--- config.mk ---
export PLATFORM = sky130hd
export DESIGN_NAME = pbs_top
export DESIGN_NICKNAME = d
export VERILOG_FILES = /design/src/pbs_pkg.sv /design/src/pbs_mode_ctl.sv /design/src/pbs_top.sv
export VERILOG_INCLUDE_DIRS = /design/src
export SDC_FILE = /design/constraint.sdc
export NUM_CORES = 1
export LEC_CHECK = 0
export BUFFER_PORTS_ARGS = -buffer_cell sky130_fd_sc_hd__buf_2
export CORE_MARGIN = 2
export CORE_UTILIZATION = 50
export DETAILED_ROUTE_END_ITERATION = 16
export GPL_ROUTABILITY_DRIVEN = 0
export GPL_TIMING_DRIVEN = 1
export PLACE_DENSITY = 0.83
export SETUP_SLACK_MARGIN = 0.05
export SYNTH_ARGS = -nofsm -noshare
export SYNTH_HDL_FRONTEND = slang
export SYNTH_SLANG_ARGS = --single-unit
--- constraint.sdc ---
create_clock -name clk_i -period 4.45 [get_ports clk_i]
set_input_delay 0.89 -clock clk_i [delete_from_list [all_inputs] [get_ports clk_i]]
set_output_delay 0.89 -clock clk_i [all_outputs]
set_load 0.02 [all_outputs]
--- src/pbs_params.svh ---
// constants for the pin boundary scan logic: widths, state codes, chain size
// assumes inclusion by bare name from the package and the design modules
`ifndef PBS_PARAMS_SVH
`define PBS_PARAMS_SVH

// pin group widths
`define PBS_DATA_W 64
`define PBS_ADDR_W 29
`define PBS_BE_W 8
`define PBS_CC_W 2

// one-hot state codes of the test mode controller
`define PBS_ST_FUNC 3'h1
`define PBS_ST_SCAN_NORM 3'h2
`define PBS_ST_SCAN_SHIFT 3'h4

// total latch count: 64+1+29+1+8+1+1+1+1+1+1 outputs/controls, 11 input latches
`define PBS_CHAIN_W 120

`endif

--- src/pbs_pkg.sv ---
// types for the pin boundary scan logic
// assumes pbs_params.svh is on the include path
`include "pbs_params.svh"

package pbs_pkg;

   // test mode controller states
   typedef enum logic [2:0] {
      PBS_FUNC = `PBS_ST_FUNC,
      PBS_SCAN_NORM = `PBS_ST_SCAN_NORM,
      PBS_SCAN_SHIFT = `PBS_ST_SCAN_SHIFT
   } pbs_state_type;

   // values and enables for the floatable output pins and buses
   typedef struct packed {
      logic [`PBS_DATA_W-1:0] data;
      logic data_oe;
      logic [`PBS_ADDR_W-1:0] addr;
      logic addr_oe;
      logic [`PBS_BE_W-1:0] byte_enables;
      logic byte_enables_oe;
      logic next_near_out;
      logic next_near_oe;
      logic page_table_bit_out;
      logic page_table_bit_oe;
   } pbs_drive_type;

   // levels seen at the pads, inputs and the receivers of outputs alike
   typedef struct packed {
      logic [`PBS_DATA_W-1:0] data;
      logic [`PBS_ADDR_W-1:0] addr;
      logic [`PBS_BE_W-1:0] byte_enables;
      logic next_near_out;
      logic page_table_bit_out;
      logic ready;
      logic cache_enable_in;
      logic next_address_in;
      logic interrupt;
      logic hold;
      logic [`PBS_CC_W-1:0] cache_ctl;
   } pbs_sense_type;

   // the latch chain, first field nearest bus_request_out, last nearest scan_serial_in
   typedef struct packed {
      logic bus_request;
      logic [`PBS_BE_W-1:0] byte_enables;
      logic byte_enables_ctl;
      logic page_table_bit;
      logic page_table_bit_ctl;
      logic next_near;
      logic next_near_ctl;
      logic [`PBS_ADDR_W-1:0] addr;
      logic addr_ctl;
      logic [`PBS_DATA_W-1:0] data;
      logic data_ctl;
      logic hold;
      logic interrupt;
      logic next_address;
      logic cache_enable;
      logic ready;
      logic [`PBS_CC_W-1:0] cache_ctl;
      logic reset;
      logic shift_select;
      logic scan_select;
      logic serial_in;
   } pbs_chain_type;

endpackage : pbs_pkg

--- src/pbs_mode_ctl.sv ---
// test mode controller: decodes the two mode pins into functional,
// scan normal and scan shift states
// assumes mode pins are synchronous to clk_i
`include "pbs_params.svh"

module pbs_mode_ctl (
   input wire logic clk_i,
   input wire logic reset_i,
   input wire logic boundary_scan_select_i,
   input wire logic shift_select_i,
   output pbs_pkg::pbs_state_type state_o,
   output pbs_pkg::pbs_state_type next_state_o,
   output logic reserved_mode_o
);

   // pin decode; the reserved code is treated as functional operation
   wire logic scan_sel = boundary_scan_select_i;
   wire logic shift_sel = shift_select_i;
   assign reserved_mode_o = !scan_sel && shift_sel;
   assign next_state_o = !scan_sel ? pbs_pkg::PBS_FUNC :
                         shift_sel ? pbs_pkg::PBS_SCAN_SHIFT :
                         pbs_pkg::PBS_SCAN_NORM;

   // reset acts only when scan is not requested, so entry works under reset
   always_ff @(posedge clk_i) begin
      if (reset_i && !scan_sel) begin
         state_o <= pbs_pkg::PBS_FUNC;
      end else begin
         state_o <= next_state_o;
      end
   end

endmodule // pbs_mode_ctl

--- src/pbs_top.sv ---
// pin boundary scan logic sitting between the processor core and its pads
// assumes all pins synchronous to clk_i; the pad ring resolves each
// floatable pin from its value and enable
//
// Summary of operation
// - scan select sampled high enters scan next cycle
// - scan entry accepted while reset is held
// - scan select sampled low leaves scan next cycle
// - processor state undefined after leaving scan
// - pins decode: off, reserved, normal, shift
// - shift select picks shift or normal sub-mode
// - latch per pin except clock and hold acknowledge, control latch per floatable output group
// - normal sub-mode drives latches where control set
// - shift entry captures every latched pin at once
// - forced output latches keep their value on capture
// - bus request latch appears right after shift entry
// - each later shift clock moves chain one place
// - shift floats all but hold acknowledge, bus request
// - chain covers listed inputs, outputs and controls
`include "pbs_params.svh"

module pbs_top (
   input wire logic clk_i,
   input wire logic reset_i,
   input wire logic boundary_scan_select_i,
   input wire logic shift_select_i,
   input wire logic scan_serial_in_i,
   input wire pbs_pkg::pbs_drive_type core_drive_i,
   input wire logic core_bus_request_i,
   input wire logic core_hold_ack_i,
   input wire pbs_pkg::pbs_sense_type pad_sense_i,
   output pbs_pkg::pbs_drive_type pad_drive_o,
   output logic bus_request_out_o,
   output logic hold_acknowledge_out_o,
   output logic scan_active_o,
   output logic reserved_mode_o
);

   localparam int CHAIN_W = $bits(pbs_pkg::pbs_chain_type);

   pbs_pkg::pbs_state_type state;
   pbs_pkg::pbs_state_type next_state;
   logic reserved_mode;
   pbs_pkg::pbs_chain_type chain;
   pbs_pkg::pbs_chain_type next_chain;
   pbs_pkg::pbs_chain_type captured;
   pbs_pkg::pbs_chain_type shifted;
   pbs_pkg::pbs_drive_type forced;
   pbs_pkg::pbs_drive_type next_drive;
   logic next_bus_request;
   logic keep_forced;
   logic shift_entry;
   logic shift_step;
   logic in_norm_next;
   logic in_shift_next;
   logic in_func_next;
   logic keep_data;
   logic keep_addr;
   logic keep_byte_enables;
   logic keep_next_near;
   logic keep_page_table_bit;
   logic [CHAIN_W-1:0] chain_bits;
   wire logic [CHAIN_W-1:0] shifted_bits;

   // mode pins to state
   pbs_mode_ctl u_mode_ctl (
      .clk_i(clk_i),
      .reset_i(reset_i),
      .boundary_scan_select_i(boundary_scan_select_i),
      .shift_select_i(shift_select_i),
      .state_o(state),
      .next_state_o(next_state),
      .reserved_mode_o(reserved_mode)
   );

   // state qualifiers used by chain and pad selection
   assign in_func_next = (next_state == pbs_pkg::PBS_FUNC);
   assign in_norm_next = (next_state == pbs_pkg::PBS_SCAN_NORM);
   assign in_shift_next = (next_state == pbs_pkg::PBS_SCAN_SHIFT);
   assign shift_entry = in_shift_next && (state != pbs_pkg::PBS_SCAN_SHIFT);
   assign shift_step = in_shift_next && (state == pbs_pkg::PBS_SCAN_SHIFT);

   // forcing only counts if the pins were really driven from the latches
   assign keep_forced = (state == pbs_pkg::PBS_SCAN_NORM);

   // per group: a latch keeps its value only if it really drove its pins
   assign keep_data = keep_forced && chain.data_ctl;
   assign keep_addr = keep_forced && chain.addr_ctl;
   assign keep_byte_enables = keep_forced && chain.byte_enables_ctl;
   assign keep_next_near = keep_forced && chain.next_near_ctl;
   assign keep_page_table_bit = keep_forced && chain.page_table_bit_ctl;

   // capture of output pins: a driven pin keeps its latch, a floated one
   // reads what the board puts on it
   assign captured.data = keep_data ? chain.data : pad_sense_i.data;
   assign captured.addr = keep_addr ? chain.addr : pad_sense_i.addr;
   assign captured.byte_enables = keep_byte_enables ?
                                  chain.byte_enables :
                                  pad_sense_i.byte_enables;
   assign captured.next_near = keep_next_near ?
                               chain.next_near : pad_sense_i.next_near_out;
   assign captured.page_table_bit = keep_page_table_bit ?
                                    chain.page_table_bit :
                                    pad_sense_i.page_table_bit_out;

   // bus request is never floated, so its own driven level is the pin level
   assign captured.bus_request = keep_forced ? chain.bus_request : bus_request_out_o;

   // control latches have no pin and simply hold
   assign captured.data_ctl = chain.data_ctl;
   assign captured.addr_ctl = chain.addr_ctl;
   assign captured.byte_enables_ctl = chain.byte_enables_ctl;
   assign captured.next_near_ctl = chain.next_near_ctl;
   assign captured.page_table_bit_ctl = chain.page_table_bit_ctl;

   // input latches take the externally driven levels
   assign captured.hold = pad_sense_i.hold;
   assign captured.interrupt = pad_sense_i.interrupt;
   assign captured.next_address = pad_sense_i.next_address_in;
   assign captured.cache_enable = pad_sense_i.cache_enable_in;
   assign captured.ready = pad_sense_i.ready;
   assign captured.cache_ctl = pad_sense_i.cache_ctl;
   assign captured.reset = reset_i;
   assign captured.shift_select = shift_select_i;
   assign captured.scan_select = boundary_scan_select_i;
   assign captured.serial_in = scan_serial_in_i;

   // serial order as published to testers, bit 119 nearest bus_request_out;
   // a tester shifts bit 119 in first and also reads it out first
   // bit 119: bus_request
   // bits 118:111: byte_enables 7 down to 0
   // bit 110: byte_enables control
   // bit 109: page_table_bit_out
   // bit 108: page_table_bit_out control
   // bit 107: next_near_out
   // bit 106: next_near_out control
   // bits 105:77: address 28 down to 0
   // bit 76: address control
   // bits 75:12: data 63 down to 0
   // bit 11: data control
   // bit 10: hold input
   // bit 9: interrupt input
   // bit 8: next_address_in
   // bit 7: cache_enable_in
   // bit 6: ready input
   // bits 5:4: cache control inputs 1 down to 0
   // bit 3: reset input
   // bit 2: shift_select input
   // bit 1: boundary_scan_select input
   // bit 0: scan_serial_in
   // a full load or unload takes one shift clock per latch

   // one place toward bus_request_out per clock, new bit at the far end
   assign chain_bits = chain;
   for (genvar i = 0; i < CHAIN_W; i++) begin : g_shift
      if (i == 0) begin : g_first
         assign shifted_bits[i] = scan_serial_in_i;
      end else begin : g_next
         assign shifted_bits[i] = chain_bits[i-1];
      end
   end
   assign shifted = pbs_pkg::pbs_chain_type'(shifted_bits);

   // chain next value: capture wins on entry, shift on later clocks
   assign next_chain = shift_entry ? captured :
                       shift_step ? shifted :
                       chain;

   // latch chain; cleared by reset only outside scan so entry under
   // reset does not lose a pattern being loaded
   always_ff @(posedge clk_i) begin
      if (reset_i && !boundary_scan_select_i) begin
         chain <= pbs_pkg::pbs_chain_type'('0);
      end else begin
         chain <= next_chain;
      end
   end

   // latch values mapped onto pin groups, enables from control latches
   assign forced.data = next_chain.data;
   assign forced.data_oe = next_chain.data_ctl;
   assign forced.addr = next_chain.addr;
   assign forced.addr_oe = next_chain.addr_ctl;
   assign forced.byte_enables = next_chain.byte_enables;
   assign forced.byte_enables_oe = next_chain.byte_enables_ctl;
   assign forced.next_near_out = next_chain.next_near;
   assign forced.next_near_oe = next_chain.next_near_ctl;
   assign forced.page_table_bit_out = next_chain.page_table_bit;
   assign forced.page_table_bit_oe = next_chain.page_table_bit_ctl;

   // pad selection: core in functional use, latches in normal scan,
   // everything floated while shifting to avoid glitches
   always_comb begin
      next_drive = core_drive_i;
      if (in_norm_next) begin
         next_drive = forced;
      end else if (in_shift_next) begin
         next_drive = forced;
         next_drive.data_oe = 1'h0;
         next_drive.addr_oe = 1'h0;
         next_drive.byte_enables_oe = 1'h0;
         next_drive.next_near_oe = 1'h0;
         next_drive.page_table_bit_oe = 1'h0;
      end
   end

   // bus request doubles as the serial output while shifting
   assign next_bus_request = in_func_next ? core_bus_request_i :
                             next_chain.bus_request;

   // output flops; pads follow the core one clock late, the price of
   // registered outputs on every pin
   always_ff @(posedge clk_i) begin
      if (reset_i && !boundary_scan_select_i) begin
         pad_drive_o <= pbs_pkg::pbs_drive_type'('0);
         bus_request_out_o <= 1'h0;
      end else begin
         pad_drive_o <= next_drive;
         bus_request_out_o <= next_bus_request;
      end
   end

   // hold acknowledge stays driven in every mode and may glitch in scan
   always_ff @(posedge clk_i) begin
      if (reset_i && !boundary_scan_select_i) begin
         hold_acknowledge_out_o <= 1'h0;
      end else begin
         hold_acknowledge_out_o <= core_hold_ack_i;
      end
   end

   // tells the core its state is lost; it needs a reset after the session
   always_ff @(posedge clk_i) begin
      if (reset_i && !boundary_scan_select_i) begin
         scan_active_o <= 1'h0;
         reserved_mode_o <= 1'h0;
      end else begin
         scan_active_o <= !in_func_next;
         reserved_mode_o <= reserved_mode;
      end
   end

endmodule // pbs_top

==> impl_metrics.tcl <==
set metrics [dict create \
    outcome "completed" \
    ant_nets 0 \
    ys_seq_area_share_pct 58.5 \
    via_count 7885 \
    yosysWarnings 0 \
    grtUsageTotal_pct 26.9 \
    fin_area_um2 10600 \
    fin_crit_ns 2.56 \
    drc_errors 0 \
    synth_cells 824 \
    dr.pass1.iters 10 \
    hpwl_mm 16.7 \
    max-cap-violations 0 \
    syn-num-nets 1049 \
    rows 46 \
    die_h_um 131 \
    insertion_delay_ns 0.50 \
    worstPathBufferInverterCount 1 \
    synthAdderAreaFrac_pct 0 \
    timing.final.crit_share_pct 57.6 \
    powerDensity_nw_per_um2 481 \
    io_pins 337 \
    cts_setup_buffers 0 \
    cts_buffers 24 \
    grt_overflow 0 \
    cts_tree "done" \
    die_width_um 131 \
    cts-resized-gates 0 \
    place_area_um2 9770 \
    max_slew_margin_pct 18.1 \
    cts_buffer_depth 3 \
    ys_ff_latch 235 \
    vias_per_cell 5.82 \
    grt_pass1_wl_mm 36.8 \
    grt_pass1_vias 7379 \
    startpoint_type "input pin" \
    synth_top_area_cell "dfxtp_1" \
    total_power_w 0.00509 \
    cts_htree_levels 1 \
    async_reset_ff_share_pct 0 \
    synth_edf_count 0 \
    port_buffers 336 \
    synth_top_family_by_area "compound AO/OA/AOI/OAI gates" \
    synthToLayoutAreaGrowth_pct 31.5 \
    required_ns 4.86 \
    finClkSkew_ns 0.00943 \
    rsz0062_at_grt "no" \
    hold_violations 0 \
    synthXorXnorAreaFrac_pct 0 \
    dp.cells 1308 \
    crit_fanout 29 \
    holdBufCountCts 0 \
    worstMarginPinSlew_ns 1.23 \
    post-synth-top-area-fraction_pct 58.5 \
    clock-sinks 235 \
    irDropWorstVdd_mv 0.342 \
    start_util_pct 50.8 \
    slowest_delay_ns 0.98 \
    dr.first_iter.drc_count 874 \
    path_delay_family "compound AO/OA/AOI/OAI gates" \
    worstPathCellList "buf_2, nand2_2, a211oi_4, a222oi_1, o22ai_1" \
    yosysMostFrequentCell "dfxtp_1" \
    routed_wl_mm 24.7 \
    core_area_um2 15800 \
    endpoint_kind "flip-flop" \
    final_nets 1343 \
    wl_per_cell_um 18.3 \
    synth_common_cells "dfxtp_1, nand2_1, nor2_1" \
    synth_top_cells_by_area "dfxtp_1, a222oi_1, o22ai_1" \
    min_path_type "flip-flop to flip-flop" \
    fin_tns_setup_ns 0 \
    final_layout_size_suffix_gt1_share_pct 35.2 \
    synthDistinctLibCells 35 \
    critical-path-slowest-cell "a211oi_4" \
    cts-root-buf "clkbuf_16" \
    yosys_most_used_dff "dfxtp_1" \
    antenna_found_initial 4 \
    die-area_um2 17100 \
    clkTransAtPathRegs_ns 0.06 \
    synthMuxAreaShare_pct 0 \
    power.leakage_nw 4.87 \
    cp_data_arrival_time_ns 2.98 \
    syn_area_um2 8050 \
    final_cell_count_no_fill 1354 \
    critical_path_class "input pin to flip-flop" \
    synthSimpleGateAreaFrac_pct 12.8 \
    fmax_ghz 0.390 \
    utilization_pct 66.9 \
    synth_compound_area_share_pct 24.1 \
    grt_max_degree 79 \
    drv_slew 0 \
    setup_viol 0 \
    avgSynthCellArea_um2 9.76 \
]
## logic make-up (layout without fill, tap and decap cells)
| kind of cell | Yosys count | count (layout) |
|---|---|---|
| simple gates | 261 | 261 |
| buf+inv | 85 | 395 |
| flops | 235 | 235 |
| compound gates | 243 | 243 |
| other cells | 0 | 4 |
## through the flow
step                      worst slack [ns]  hold slack [ns]
final                                 1.89            0.452
after global routing                  1.72            0.477
after global placement                1.49            0.442
after floorplan                       2.20            0.431
after detailed placement              1.40            0.447
after CTS                             1.94            0.457
## tightest hold or removal path: cells and delay by family, from the launching register on
| kind | cells | cell delay, ns |
|---|---|---|
| and+or+nand+nor | 1 | 0.05 |
| DFF | 1 | 0.31 |
| AOI/OAI and AO/OA | 1 | 0.05 |
## power breakdown
| group | switching (W) | internal (W) |
|---|---|---|
| logic | 0.000414 | 0.000272 |
| clock network | 0.000799 | 0.00122 |
| registers | 0.0000863 | 0.00230 |
## per-layer routing
layer | vias up | track usage (%) | part of all wire [%]
met5 | - | 0 | 0
met3 | 51 | 7.17 | 9.9
li1 | 3704 | - | -
met2 | 439 | 46.8 | 49
met1 | 3691 | 32.0 | 38
met4 | 0 | 10.1 | 2.8
## flip-flops by register name (all words and copies together) (netlist names)
signal / flops
u_mode_ctl.state_o: 3
scan_active_o: 1
captured: 5
pad_drive_o: 108
bus_request_out_o: 1
chain: 115
hold_acknowledge_out_o: 1
reserved_mode_o: 1
## layout by cell type, fill, tap and decap left out, types with 2 or more instances in the layout
cell,netlist,layout
a211oi_4,0,2
a21o_1,5,4
a21oi_1,11,11
a221o_1,2,2
a222oi_1,101,101
a311oi_1,7,7
a32o_1,6,6
buf_2,28,336
buf_4,3,13
bufinv_16,0,2
clkbuf_1,48,5
clkbuf_16,0,25
clkbuf_8,0,5
clkinv_2,0,5
dfxtp_1,235,235
diode_2,0,4
inv_1,2,2
nand2_1,133,133
nor2_1,116,114
nor2_4,0,2
nor3_1,3,3
o21ai_0,11,11
o21ai_1,10,10
o221a_2,2,2
o22ai_1,82,82
o31ai_1,2,2
## worst paths after layout
| kind | from | end | slack (ns) | cells past startpoint |
|---|---|---|---|---|
| min | chain[75]$_SDFF_PP0_ | captured[76]$_SDFF_PP0_ | 0.45 | 2 |
| max | boundary_scan_select_i | pad_drive_o[14]$_SDFF_PP0_ | 1.89 | 5 |
| max reg2reg | u_mode_ctl.state_o[1]$_SDFF_PP0_ | pad_drive_o[84]$_SDFF_PP0_ | 1.97 | 5 |
| min reg2reg | chain[75]$_SDFF_PP0_ | captured[76]$_SDFF_PP0_ | 0.45 | 2 |
## final cells by class
type | count | area [um^2]
multi-input combinational | 504 | 3000
sequential | 235 | 4700
fill | 1238 | 5250
inverter | 4 | 17.5
clock inverter | 7 | 85.1
antenna | 4 | 10.0
tap | 216 | 270
clock buffer | 35 | 713
timing repair buffer | 349 | 1780
No activity file was read; power rests on OpenSTA's default activity.
